`src/i2m_pkg.sv`:
```
// shared constants and types of the two-wire master port
package i2m_pkg;
   // register byte offsets on the apb slave
   localparam logic [7:0] ADDR_STATUS = 8'h00;
   localparam logic [7:0] ADDR_CTRL1 = 8'h04;
   localparam logic [7:0] ADDR_CTRL2 = 8'h08;
   localparam logic [7:0] ADDR_BUF = 8'h0c;
   localparam logic [7:0] ADDR_BAUD = 8'h10;
   localparam logic [7:0] ADDR_EVT = 8'h14;
   localparam logic [7:0] ADDR_MASK = 8'h18;
   // serial_status field positions
   localparam int ST_SLEW = 7;
   localparam int ST_SMB = 6;
   localparam int ST_DA = 5;
   localparam int ST_STOP = 4;
   localparam int ST_START = 3;
   localparam int ST_RW = 2;
   localparam int ST_BF = 0;
   // serial_control_one field positions and master code
   localparam int C1_WRITE_COLLISION_FLAG = 7;
   localparam int C1_PORT_ON = 5;
   localparam int C1_MODE_LSB = 0;
   localparam int MODE_W = 4;
   localparam logic [3:0] MODE_MASTER = 4'h8;
   // second control register: request bits and ack fields
   localparam int C2_SEN = 0;
   localparam int C2_RESTART_REQUEST = 1;
   localparam int C2_PEN = 2;
   localparam int C2_RECEIVE_REQUEST = 3;
   localparam int C2_ACK_SEND_REQUEST = 4;
   localparam int C2_ACKDT = 5;
   localparam int C2_ACKSTAT = 6;
   localparam int REQ_W = 5;
   // event bits, shared by event status and mask
   localparam int EV_START = 0;
   localparam int EV_STOP = 1;
   localparam int EV_RESTART = 2;
   localparam int EV_BYTE = 3;
   localparam int EV_ACK = 4;
   localparam int EV_W = 5;
   // reset values and bit counts
   localparam logic [7:0] BAUD_RESET = 8'h09;
   localparam logic [3:0] TX_BITS = 4'h9;
   localparam logic [3:0] RX_BITS = 4'h8;
   typedef enum logic [3:0] {
      S_IDLE, S_START, S_RS_LO, S_RS_HI, S_RS_SDA, S_BIT_LO, S_BIT_HI,
      S_ACK_LO, S_ACK_HI, S_STOP_LO, S_STOP_HI, S_STOP_SDA
   } i2m_state_t;
endpackage

```
`src/i2m_line_watch.sv`:
```
// line synchroniser and start/stop condition detector
`timescale 1ns/1ns
`default_nettype none
module i2m_line_watch (
   input wire logic i_clk,
   input wire logic i_rst_n,
   input wire logic i_scl,
   input wire logic i_sda,
   output logic o_scl,
   output logic o_sda,
   output logic o_start,
   output logic o_stop
);
   logic [1:0] meta_reg, meta_next;
   logic [1:0] sync_reg, sync_next;
   logic [1:0] prev_reg, prev_next;

   // bit 1 is the clock line, bit 0 the data line
   always_comb begin
      meta_next = {i_scl, i_sda};
      sync_next = meta_reg;
      prev_next = sync_reg;
   end

   // first stage feeds only the second stage
   always_ff @(posedge i_clk) begin
      if (!i_rst_n) begin
         meta_reg <= 2'h3;
         sync_reg <= 2'h3;
         prev_reg <= 2'h3;
      end else begin
         meta_reg <= meta_next;
         sync_reg <= sync_next;
         prev_reg <= prev_next;
      end
   end

   // data edge while clock stays high marks a condition
   assign o_scl = sync_reg[1];
   assign o_sda = sync_reg[0];
   assign o_start = prev_reg[1] && sync_reg[1] && prev_reg[0] && !sync_reg[0];
   assign o_stop = prev_reg[1] && sync_reg[1] && !prev_reg[0] && sync_reg[0];
endmodule
`default_nettype wire

```
`src/i2m_master.sv`:
```
// two-wire master port with status register, apb slave and interrupt
// What this block does
// - bit 4 shows stop seen last, bit 3 shows start seen last
// - stop-seen and start-seen flags clear on reset or port off
// - bit 2 holds the direction of the last address, until start/stop/nack
// - in master mode bit 2 shows a transmission in progress
// - bit 0 shows the buffer holds an unconsumed byte, ack excluded on receive, included on transmit
// - master hardware drives both lines when the pin direction bits say input
// - six actions: start, restart, send byte, receive, send ack, stop
// - no queueing: buffer write while busy is dropped and flags collision
// - event flag set on start, stop, restart, byte done, ack sent
// - buffer write during a restart keeps the buffer and flags collision
//
// The address map and the APB register port were chosen for this implementation.
`timescale 1ns/1ns
`default_nettype none
module i2m_master #(
   parameter int DIV_W = 8
) (
   input wire logic I_CLK,
   input wire logic I_RST_N,
   input wire logic I_PSEL,
   input wire logic I_PENABLE,
   input wire logic I_PWRITE,
   input wire logic [7:0] I_PADDR,
   input wire logic [31:0] I_PWDATA,
   output logic [31:0] O_PRDATA,
   output logic O_PREADY,
   output logic O_PSLVERR,
   input wire logic I_SCL,
   input wire logic I_SDA,
   input wire logic I_SCL_DIR_IN,
   input wire logic I_SDA_DIR_IN,
   output logic O_SCL,
   output logic O_SCL_OE,
   output logic O_SDA,
   output logic O_SDA_OE,
   output logic O_SLEW_LIMIT_EN,
   output logic O_SMBUS_THRESH_EN,
   output logic O_IRQ
);
   if (DIV_W < 2 || DIV_W > 8) begin : g_chk
      $error("DIV_W must lie between 2 and 8");
   end

   logic scl_s, sda_s, start_det, stop_det;
   i2m_line_watch u_watch (
      .i_clk(I_CLK),
      .i_rst_n(I_RST_N),
      .i_scl(I_SCL),
      .i_sda(I_SDA),
      .o_scl(scl_s),
      .o_sda(sda_s),
      .o_start(start_det),
      .o_stop(stop_det)
   );

   i2m_pkg::i2m_state_t state_reg, state_next;
   logic slew_reg, slew_next, smb_reg, smb_next, da_reg, da_next;
   logic stop_seen_reg, stop_seen_next, start_seen_reg, start_seen_next;
   logic rw_reg, rw_next, bf_reg, bf_next, write_collision_flag_reg, write_collision_flag_next;
   logic port_on_reg, port_on_next, tx_reg, tx_next;
   logic ackdt_reg, ackdt_next, ackstat_reg, ackstat_next, addr_ph_reg, addr_ph_next;
   logic scl_low_reg, scl_low_next, sda_low_reg, sda_low_next;
   logic [3:0] mode_reg, mode_next, bitcnt_reg, bitcnt_next;
   logic [i2m_pkg::REQ_W-1:0] req_reg, req_next;
   logic [i2m_pkg::EV_W-1:0] evt_reg, evt_next, mask_reg, mask_next, ev;
   logic [8:0] shift_reg, shift_next;
   logic [7:0] rx_reg, rx_next, status_word;
   logic [DIV_W-1:0] baud_reg, baud_next, cnt_reg, cnt_next;
   logic [31:0] prdata_reg, prdata_next;
   logic apb_wr, apb_rd, master_on, hw_drive, busy, run, tick, hi_phase;

   // known offsets only; anything else answers with an error
   function automatic logic addr_ok(input logic [7:0] a);
      return a == i2m_pkg::ADDR_STATUS || a == i2m_pkg::ADDR_CTRL1 || a == i2m_pkg::ADDR_CTRL2 ||
             a == i2m_pkg::ADDR_BUF || a == i2m_pkg::ADDR_BAUD || a == i2m_pkg::ADDR_EVT ||
             a == i2m_pkg::ADDR_MASK;
   endfunction

   // bus strobes and mode decode
   assign apb_wr = I_PSEL && I_PENABLE && I_PWRITE && addr_ok(I_PADDR);
   assign apb_rd = I_PSEL && I_PENABLE && !I_PWRITE && addr_ok(I_PADDR);
   assign master_on = port_on_reg && (mode_reg == i2m_pkg::MODE_MASTER);
   assign hw_drive = master_on && I_SCL_DIR_IN && I_SDA_DIR_IN;
   // pending request or running sequence both count as busy
   assign busy = (state_reg != i2m_pkg::S_IDLE) || (|req_reg);
   assign hi_phase = state_reg == i2m_pkg::S_BIT_HI || state_reg == i2m_pkg::S_ACK_HI ||
                     state_reg == i2m_pkg::S_RS_HI || state_reg == i2m_pkg::S_STOP_HI;
   // a slave stretching the clock holds the high phase timer
   assign run = !(hi_phase && !scl_s);
   assign tick = run && (cnt_reg == '0) && (state_reg != i2m_pkg::S_IDLE);
   assign status_word = {slew_reg, smb_reg, da_reg, stop_seen_reg, start_seen_reg,
                         master_on ? tx_reg : rw_reg, 1'b0, bf_reg};

   // register file, condition flags and master sequencer
   always_comb begin
      state_next = state_reg;
      slew_next = slew_reg;
      smb_next = smb_reg;
      da_next = da_reg;
      stop_seen_next = stop_seen_reg;
      start_seen_next = start_seen_reg;
      rw_next = rw_reg;
      bf_next = bf_reg;
      write_collision_flag_next = write_collision_flag_reg;
      port_on_next = port_on_reg;
      tx_next = tx_reg;
      ackdt_next = ackdt_reg;
      ackstat_next = ackstat_reg;
      addr_ph_next = addr_ph_reg;
      scl_low_next = scl_low_reg;
      sda_low_next = sda_low_reg;
      mode_next = mode_reg;
      bitcnt_next = bitcnt_reg;
      req_next = req_reg;
      mask_next = mask_reg;
      shift_next = shift_reg;
      rx_next = rx_reg;
      baud_next = baud_reg;
      ev = '0;
      prdata_next = prdata_reg;
      // software writes; write_collision_flag is cleared by writing 0, set below wins
      if (apb_wr) begin
         case (I_PADDR)
            i2m_pkg::ADDR_STATUS: begin
               slew_next = I_PWDATA[i2m_pkg::ST_SLEW];
               smb_next = I_PWDATA[i2m_pkg::ST_SMB];
            end
            i2m_pkg::ADDR_CTRL1: begin
               if (!I_PWDATA[i2m_pkg::C1_WRITE_COLLISION_FLAG]) begin
                  write_collision_flag_next = 1'b0;
               end
               port_on_next = I_PWDATA[i2m_pkg::C1_PORT_ON];
               mode_next = I_PWDATA[i2m_pkg::C1_MODE_LSB +: i2m_pkg::MODE_W];
            end
            i2m_pkg::ADDR_CTRL2: begin
               ackdt_next = I_PWDATA[i2m_pkg::C2_ACKDT];
               // requests are taken only when nothing is running
               if (master_on && !busy) begin
                  req_next = I_PWDATA[i2m_pkg::REQ_W-1:0];
               end
            end
            i2m_pkg::ADDR_BUF: begin
               if (busy || !master_on) begin
                  write_collision_flag_next = 1'b1;
               end else begin
                  shift_next = {I_PWDATA[7:0], 1'b1};
                  bitcnt_next = i2m_pkg::TX_BITS;
                  tx_next = 1'b1;
                  bf_next = 1'b1;
                  state_next = i2m_pkg::S_BIT_LO;
                  if (addr_ph_reg) begin
                     rw_next = I_PWDATA[0];
                  end
               end
            end
            i2m_pkg::ADDR_BAUD: baud_next = I_PWDATA[DIV_W-1:0];
            i2m_pkg::ADDR_MASK: mask_next = I_PWDATA[i2m_pkg::EV_W-1:0];
            default: begin
            end
         endcase
      end
      // reading the received byte consumes it
      if (apb_rd && I_PADDR == i2m_pkg::ADDR_BUF) begin
         bf_next = 1'b0;
      end
      // sequencer; the clock line stays low between events until a stop releases it
      case (state_reg)
         i2m_pkg::S_IDLE: begin
            if (master_on) begin
               if (req_reg[i2m_pkg::C2_SEN]) begin
                  state_next = i2m_pkg::S_START;
               end else if (req_reg[i2m_pkg::C2_RESTART_REQUEST]) begin
                  state_next = i2m_pkg::S_RS_LO;
               end else if (req_reg[i2m_pkg::C2_PEN]) begin
                  state_next = i2m_pkg::S_STOP_LO;
               end else if (req_reg[i2m_pkg::C2_RECEIVE_REQUEST]) begin
                  state_next = i2m_pkg::S_BIT_LO;
                  shift_next = 9'h1ff;
                  bitcnt_next = i2m_pkg::RX_BITS;
                  tx_next = 1'b0;
               end else if (req_reg[i2m_pkg::C2_ACK_SEND_REQUEST]) begin
                  state_next = i2m_pkg::S_ACK_LO;
               end
            end
         end
         i2m_pkg::S_START: begin
            sda_low_next = 1'b1;
            scl_low_next = 1'b0;
            if (tick) begin
               state_next = i2m_pkg::S_IDLE;
               scl_low_next = 1'b1;
               ev[i2m_pkg::EV_START] = 1'b1;
               req_next[i2m_pkg::C2_SEN] = 1'b0;
               addr_ph_next = 1'b1;
            end
         end
         i2m_pkg::S_RS_LO: begin
            scl_low_next = 1'b1;
            sda_low_next = 1'b0;
            if (tick) begin
               state_next = i2m_pkg::S_RS_HI;
            end
         end
         i2m_pkg::S_RS_HI: begin
            scl_low_next = 1'b0;
            if (tick) begin
               state_next = i2m_pkg::S_RS_SDA;
            end
         end
         i2m_pkg::S_RS_SDA: begin
            sda_low_next = 1'b1;
            if (tick) begin
               state_next = i2m_pkg::S_IDLE;
               scl_low_next = 1'b1;
               ev[i2m_pkg::EV_RESTART] = 1'b1;
               req_next[i2m_pkg::C2_RESTART_REQUEST] = 1'b0;
               addr_ph_next = 1'b1;
            end
         end
         i2m_pkg::S_BIT_LO: begin
            scl_low_next = 1'b1;
            sda_low_next = !shift_reg[8];
            if (tick) begin
               state_next = i2m_pkg::S_BIT_HI;
            end
         end
         i2m_pkg::S_BIT_HI: begin
            scl_low_next = 1'b0;
            if (tick) begin
               shift_next = {shift_reg[7:0], sda_s};
               bitcnt_next = bitcnt_reg - 4'h1;
               state_next = i2m_pkg::S_BIT_LO;
               if (bitcnt_reg == 4'h1) begin
                  state_next = i2m_pkg::S_IDLE;
                  scl_low_next = 1'b1;
                  ev[i2m_pkg::EV_BYTE] = 1'b1;
                  da_next = !addr_ph_reg;
                  addr_ph_next = 1'b0;
                  if (tx_reg) begin
                     ackstat_next = sda_s;
                     bf_next = 1'b0;
                     tx_next = 1'b0;
                     if (sda_s) begin
                        rw_next = 1'b0;
                     end
                  end else begin
                     rx_next = {shift_reg[6:0], sda_s};
                     bf_next = 1'b1;
                     req_next[i2m_pkg::C2_RECEIVE_REQUEST] = 1'b0;
                  end
               end
            end
         end
         i2m_pkg::S_ACK_LO: begin
            scl_low_next = 1'b1;
            sda_low_next = !ackdt_reg;
            if (tick) begin
               state_next = i2m_pkg::S_ACK_HI;
            end
         end
         i2m_pkg::S_ACK_HI: begin
            scl_low_next = 1'b0;
            if (tick) begin
               state_next = i2m_pkg::S_IDLE;
               scl_low_next = 1'b1;
               ev[i2m_pkg::EV_ACK] = 1'b1;
               req_next[i2m_pkg::C2_ACK_SEND_REQUEST] = 1'b0;
            end
         end
         i2m_pkg::S_STOP_LO: begin
            scl_low_next = 1'b1;
            sda_low_next = 1'b1;
            if (tick) begin
               state_next = i2m_pkg::S_STOP_HI;
            end
         end
         i2m_pkg::S_STOP_HI: begin
            scl_low_next = 1'b0;
            if (tick) begin
               state_next = i2m_pkg::S_STOP_SDA;
            end
         end
         i2m_pkg::S_STOP_SDA: begin
            sda_low_next = 1'b0;
            if (tick) begin
               state_next = i2m_pkg::S_IDLE;
               ev[i2m_pkg::EV_STOP] = 1'b1;
               req_next[i2m_pkg::C2_PEN] = 1'b0;
            end
         end
         default: state_next = i2m_pkg::S_IDLE;
      endcase
      // last condition seen on the wires wins
      if (start_det) begin
         start_seen_next = 1'b1;
         stop_seen_next = 1'b0;
         rw_next = 1'b0;
      end else if (stop_det) begin
         stop_seen_next = 1'b1;
         start_seen_next = 1'b0;
         rw_next = 1'b0;
      end
      // port off aborts everything and releases the lines
      if (!port_on_reg) begin
         start_seen_next = 1'b0;
         stop_seen_next = 1'b0;
         state_next = i2m_pkg::S_IDLE;
         req_next = '0;
         scl_low_next = 1'b0;
         sda_low_next = 1'b0;
         tx_next = 1'b0;
      end
      // read clears, but an event in the same cycle survives
      evt_next = ((apb_rd && I_PADDR == i2m_pkg::ADDR_EVT) ? '0 : evt_reg) | ev;
      // timer reloads on every state change
      if (state_next != state_reg) begin
         cnt_next = baud_reg;
      end else if (run && cnt_reg != '0) begin
         cnt_next = cnt_reg - 1'b1;
      end else begin
         cnt_next = cnt_reg;
      end
      // read data prepared in the setup cycle
      if (I_PSEL && !I_PENABLE) begin
         case (I_PADDR)
            i2m_pkg::ADDR_STATUS: prdata_next = {24'h0, status_word};
            i2m_pkg::ADDR_CTRL1: prdata_next = {24'h0, write_collision_flag_reg, 1'b0, port_on_reg, 1'b0, mode_reg};
            i2m_pkg::ADDR_CTRL2: prdata_next = {25'h0, ackstat_reg, ackdt_reg, req_reg};
            i2m_pkg::ADDR_BUF: prdata_next = {24'h0, rx_next}; // a byte landing at setup is not lost
            i2m_pkg::ADDR_BAUD: prdata_next = {{(32-DIV_W){1'b0}}, baud_reg};
            i2m_pkg::ADDR_EVT: prdata_next = {27'h0, evt_reg | ev}; // else cleared unseen at access
            i2m_pkg::ADDR_MASK: prdata_next = {27'h0, mask_reg};
            default: prdata_next = 32'h0;
         endcase
      end
   end

   // all state registered here, synchronous reset
   always_ff @(posedge I_CLK) begin
      if (!I_RST_N) begin
         state_reg <= i2m_pkg::S_IDLE;
         {slew_reg, smb_reg, da_reg, stop_seen_reg, start_seen_reg, rw_reg} <= 6'h00;
         {bf_reg, write_collision_flag_reg, port_on_reg, tx_reg, ackdt_reg, ackstat_reg} <= 6'h00;
         {addr_ph_reg, scl_low_reg, sda_low_reg} <= 3'h0;
         mode_reg <= 4'h0;
         bitcnt_reg <= 4'h0;
         req_reg <= '0;
         evt_reg <= '0;
         mask_reg <= '0;
         shift_reg <= 9'h1ff;
         rx_reg <= 8'h00;
         baud_reg <= i2m_pkg::BAUD_RESET[DIV_W-1:0];
         cnt_reg <= '0;
         prdata_reg <= 32'h0;
      end else begin
         state_reg <= state_next;
         {slew_reg, smb_reg, da_reg, stop_seen_reg, start_seen_reg, rw_reg} <=
            {slew_next, smb_next, da_next, stop_seen_next, start_seen_next, rw_next};
         {bf_reg, write_collision_flag_reg, port_on_reg, tx_reg, ackdt_reg, ackstat_reg} <=
            {bf_next, write_collision_flag_next, port_on_next, tx_next, ackdt_next, ackstat_next};
         {addr_ph_reg, scl_low_reg, sda_low_reg} <= {addr_ph_next, scl_low_next, sda_low_next};
         mode_reg <= mode_next;
         bitcnt_reg <= bitcnt_next;
         req_reg <= req_next;
         evt_reg <= evt_next;
         mask_reg <= mask_next;
         shift_reg <= shift_next;
         rx_reg <= rx_next;
         baud_reg <= baud_next;
         cnt_reg <= cnt_next;
         prdata_reg <= prdata_next;
      end
   end

   // open-drain drive: only pulls low, only with pins handed over
   assign O_SCL = 1'b0;
   assign O_SDA = 1'b0;
   assign O_SCL_OE = hw_drive && scl_low_reg;
   assign O_SDA_OE = hw_drive && sda_low_reg;
   assign O_SLEW_LIMIT_EN = !slew_reg;
   assign O_SMBUS_THRESH_EN = smb_reg;
   assign O_IRQ = |(evt_reg & mask_reg);
   assign O_PRDATA = prdata_reg;
   assign O_PREADY = 1'b1;
   assign O_PSLVERR = I_PSEL && I_PENABLE && !addr_ok(I_PADDR);
endmodule
`default_nettype wire

```
`config.mk`:
```
export PLATFORM = sky130hd
export DESIGN_NAME = i2m_master
export DESIGN_NICKNAME = d
export VERILOG_FILES = /design/src/i2m_pkg.sv /design/src/i2m_line_watch.sv /design/src/i2m_master.sv
export SDC_FILE = /design/constraint.sdc
export NUM_CORES = 1
export LEC_CHECK = 0
export BUFFER_PORTS_ARGS = -buffer_cell sky130_fd_sc_hd__buf_2
export CAP_MARGIN = 40
export CELL_PAD_IN_SITES_DETAIL_PLACEMENT = 0
export CELL_PAD_IN_SITES_GLOBAL_PLACEMENT = 1
export CORE_UTILIZATION = 44
export DETAILED_ROUTE_END_ITERATION = 8
export HOLD_SLACK_MARGIN = 0.06
export MAX_ROUTING_LAYER = met4
export PLACE_DENSITY_LB_ADDON = 0.1
export SLEW_MARGIN = 10
export SYNTH_ARGS = -nofsm -noshare
export SYNTH_HDL_FRONTEND = slang
export SYNTH_SLANG_ARGS = --single-unit
```
`constraint.sdc`:
```
create_clock -name I_CLK -period 8.4 [get_ports I_CLK]
set_input_delay 0.84 -clock I_CLK [delete_from_list [all_inputs] [get_ports I_CLK]]
set_output_delay 0.84 -clock I_CLK [all_outputs]
set_load 0.1 [all_outputs]
```
==> summary.txt <==
run status -> finished clean
Critical Path Source Type -> primary input
pre-CTS setup slack -> 4.44 ns
reg2reg start -> state_reg[1]
final net count -> 686
Worst path depth -> 9
Worst Tran Pin Value -> 0.935 ns
CP max-delay cell -> or3_1
# diodes -> 0
PortBufs -> 38
Setup TNS Final -> 0 ns
Initial Util -> 0.460
Final Cycle Share -> 0.434
RSZ-0062 raised after global routing -> false
Comb pwr share -> 0.122
post-synth cell types -> 61
total gr overflow -> 0
Post-synth top flop -> dfxtp_1
buffers and inverters on the worst path -> 2
Hold WS -> 0.414 ns
post-synth top area share -> 0.370
fin crit period -> 3.65 ns
antenna violations before repair -> 0
post-synthesis instance total -> 623
WP data arrival -> 3.88 ns
sequential share of power -> 0.507
Clock Sinks -> 89
H-tree level count -> 3
Final setup viols -> 0
Clock power frac -> 0.371
Area Growth Syn to Fin -> 7.30%
DRT Wirelength -> 13700 µm
cells on worst reg2reg path -> 8
Critical Path, Cell by Cell -> buf_2 -> nor3_1 -> nand4_1 -> or3_1 -> a221oi_1 -> a211oi_1 -> buf_4 -> a21oi_1 -> a311oi_1
highest clock rate -> 274 MHz
syn_area_per_cell -> 7.73 µm²
worst skew pair latency -> 0.37 ns
CP Class -> primary input to flip-flop
HPWL after DPL -> 9610 µm
CTS tree -> built
routed len/inst -> 17.6 µm
DRC Markers -> 0
Leak Pwr -> 1.96 nW
Layout Skew -> 0.00944 ns
internal power -> 0.000579 W
total vias in the final route -> 4533
die area -> 11400 µm²
Rows -> 37
Yosys reg bits -> 89
Synthesis Warnings -> 0
layout cells sized above 1 -> 0.122
Die H -> 107 µm
gpl congestion -> 0.870
Critical Path Start -> I_PADDR[7]
Core ar. -> 10500 µm²
Yosys top cell by area -> dfxtp_1
power per standard cell area -> 163 nW/µm²
initial DRC count -> 467
IO Pins -> 90
Synth top cells by count -> 89 x dfxtp_1, 78 x nand2_1, 64 x a21oi_1
DR vias/cell -> 5.85
CP Max Fanout -> 15
most frequent cell after synthesis -> dfxtp_1
max FFs per register -> 9
first-pass GRT wire length -> 21500 µm
Total GRT Usage -> 0.252
clock tree root driver cell -> clkbuf_8
Largest delay share family, worst path -> simple AND/OR/NAND/NOR gates
Max Cap Viol -> 0
Post-CTS Setup Inserts -> 0
CTS buffer count -> 9
Hold Path Class -> flip-flop to flip-flop
Post-synth EDFFs -> 0
final setup margin -> 4.75 ns
worst setup path endpoint -> cnt_reg[4]
hold_buf cts -> 0
top post-synthesis cells by area -> dfxtp_1 37%, a21oi_1 6.6%, nand2_1 6.1%, buf_4 4.2%, nand3_1 4.1%
# resized after CTS -> 0
post-synthesis sequential area ratio -> 0.370
final-layout fill cell count -> 1063
drt first pass iters -> 6
Max clock buf depth -> 2
clk slew on worst S/H paths -> 0.10 ns
Switching Power -> 0.000264 W
Async SR Flop Fraction -> 0
Setup crit end kind -> flip-flop
largest net degree at the start of global routing -> 49
Die X -> 107 µm
vias in the first global route -> 3982
R2R setup slack -> 4.92 ns
Slew headroom -> 0.372
max-slew violation count -> 0
Switching Share -> 0.313
data required time of the worst path -> 8.63 ns
Reg-to-Reg End -> cnt_reg[4]
peak supply drop -> 0.0933 mV
Cell Area, Synth -> 4820 µm²
Final Hold Violating Endpoints -> 0
DRT antenna net count -> 0
critical path's largest stage delay -> 0.86 ns
## final cells by class
class,count,area [µm²],share of cell area
clock buffer,10,128,0.0247
clock inverter,6,75.1,0.0145
inverter,10,37.5,0.00726
multi-input combinational,475,2700,0.523
sequential,89,1780,0.345
tap,136,170,0.0329
timing repair buffer,49,273,0.0528
## cell usage in the layout, fill, tap and decap left out, types with 3 or more instances in the layout
cell type  instances
o21bai_1           4
or2_2              3
nand3b_1           4
buf_2             38
a221oi_1           4
o32a_1             3
conb_1            27
o211ai_1           3
nor3_1            28
and3_1             6
xnor2_1            9
nor2b_1            6
a31oi_1            4
dfxtp_1           89
nor2_1            49
nor3b_1            4
a311oi_1           7
a22oi_1            3
a22o_1             3
nand3_1           39
a21oi_1           64
o22ai_1            3
clkbuf_8           9
mux2i_1           10
o211a_1            5
inv_1             10
nand4_1            7
nor4_1             6
a222oi_1           7
o221a_2            3
ha_1               3
or3_1              7
nand2_1           78
buf_4             11
nand2b_1          15
a211oi_1           3
o21ai_0           28
## worst register-to-register path, stage by stage, from the launching register on
cell	delay, ns
dfxtp_1	0.58
nor4_2	0.72
nand4b_1	0.21
or3_1	0.65
a221oi_1	0.64
a211oi_1	0.12
buf_4	0.21
a21oi_1	0.15
a311oi_1	0.06
## power groups by stage
| stage | registers [W] | logic, W | clock network [W] |
|---|---|---|---|
| 6_report | 0.000428 | 0.000102 | 0.000313 |
| 3_5_place_dp | 0.000437 | 0.000102 | 0 |
| 2_1_floorplan | 0.000452 | 0.0000801 | 0 |
| 3_3_place_gp | 0.000437 | 0.000101 | 0 |
| 4_1_cts | 0.000428 | 0.000102 | 0.000318 |
| 5_1_grt | 0.000428 | 0.000106 | 0.000334 |
## stage by stage
step           cells  area, µm²  utilization  total power (W)
2_1_floorplan    648       4910            -         0.000532
3_3_place_gp     758       4960        0.474         0.000539
3_5_place_dp     759       4970        0.475         0.000539
4_1_cts          775       5170        0.494         0.000848
5_1_grt          775       5170        0.494         0.000869
6_report         775       5170        0.494         0.000843
## worst min path at each step
stage	end	cells after the start	from	slack, ns
floorplan	u_watch.prev_next[0]	1	u_watch.meta_reg[0]	0.39
global placement	u_watch.prev_next[0]	1	u_watch.meta_reg[0]	0.39
detailed placement	u_watch.prev_next[1]	1	u_watch.meta_reg[1]	0.39
CTS	u_watch.prev_next[1]	1	u_watch.meta_reg[1]	0.42
global route	u_watch.prev_next[1]	1	u_watch.meta_reg[1]	0.45
finish	u_watch.prev_next[1]	1	u_watch.meta_reg[1]	0.41
## routing by layer
layer  part of all wire  track usage
met4              0.011       0.0675
met1               0.47        0.351
met2               0.46        0.386
met3              0.057       0.0322
met5                  0            -
## cells by family (layout without fill, tap and decap cells)
family,count (synthesis),after routing,share of synthesized area
AO/OA/AOI/OAI,157,157,0.212
XOR/XNOR,10,10,0.0182
adder cells (fa/ha/maj),3,3,0.00779
buffers and inverters,84,75,0.0883
flip-flops,89,89,0.370
multiplexers,11,11,0.0231
other,2,27,0.00156
AND/OR/NAND/NOR,267,267,0.279
(Power assumes the default switching activity.)
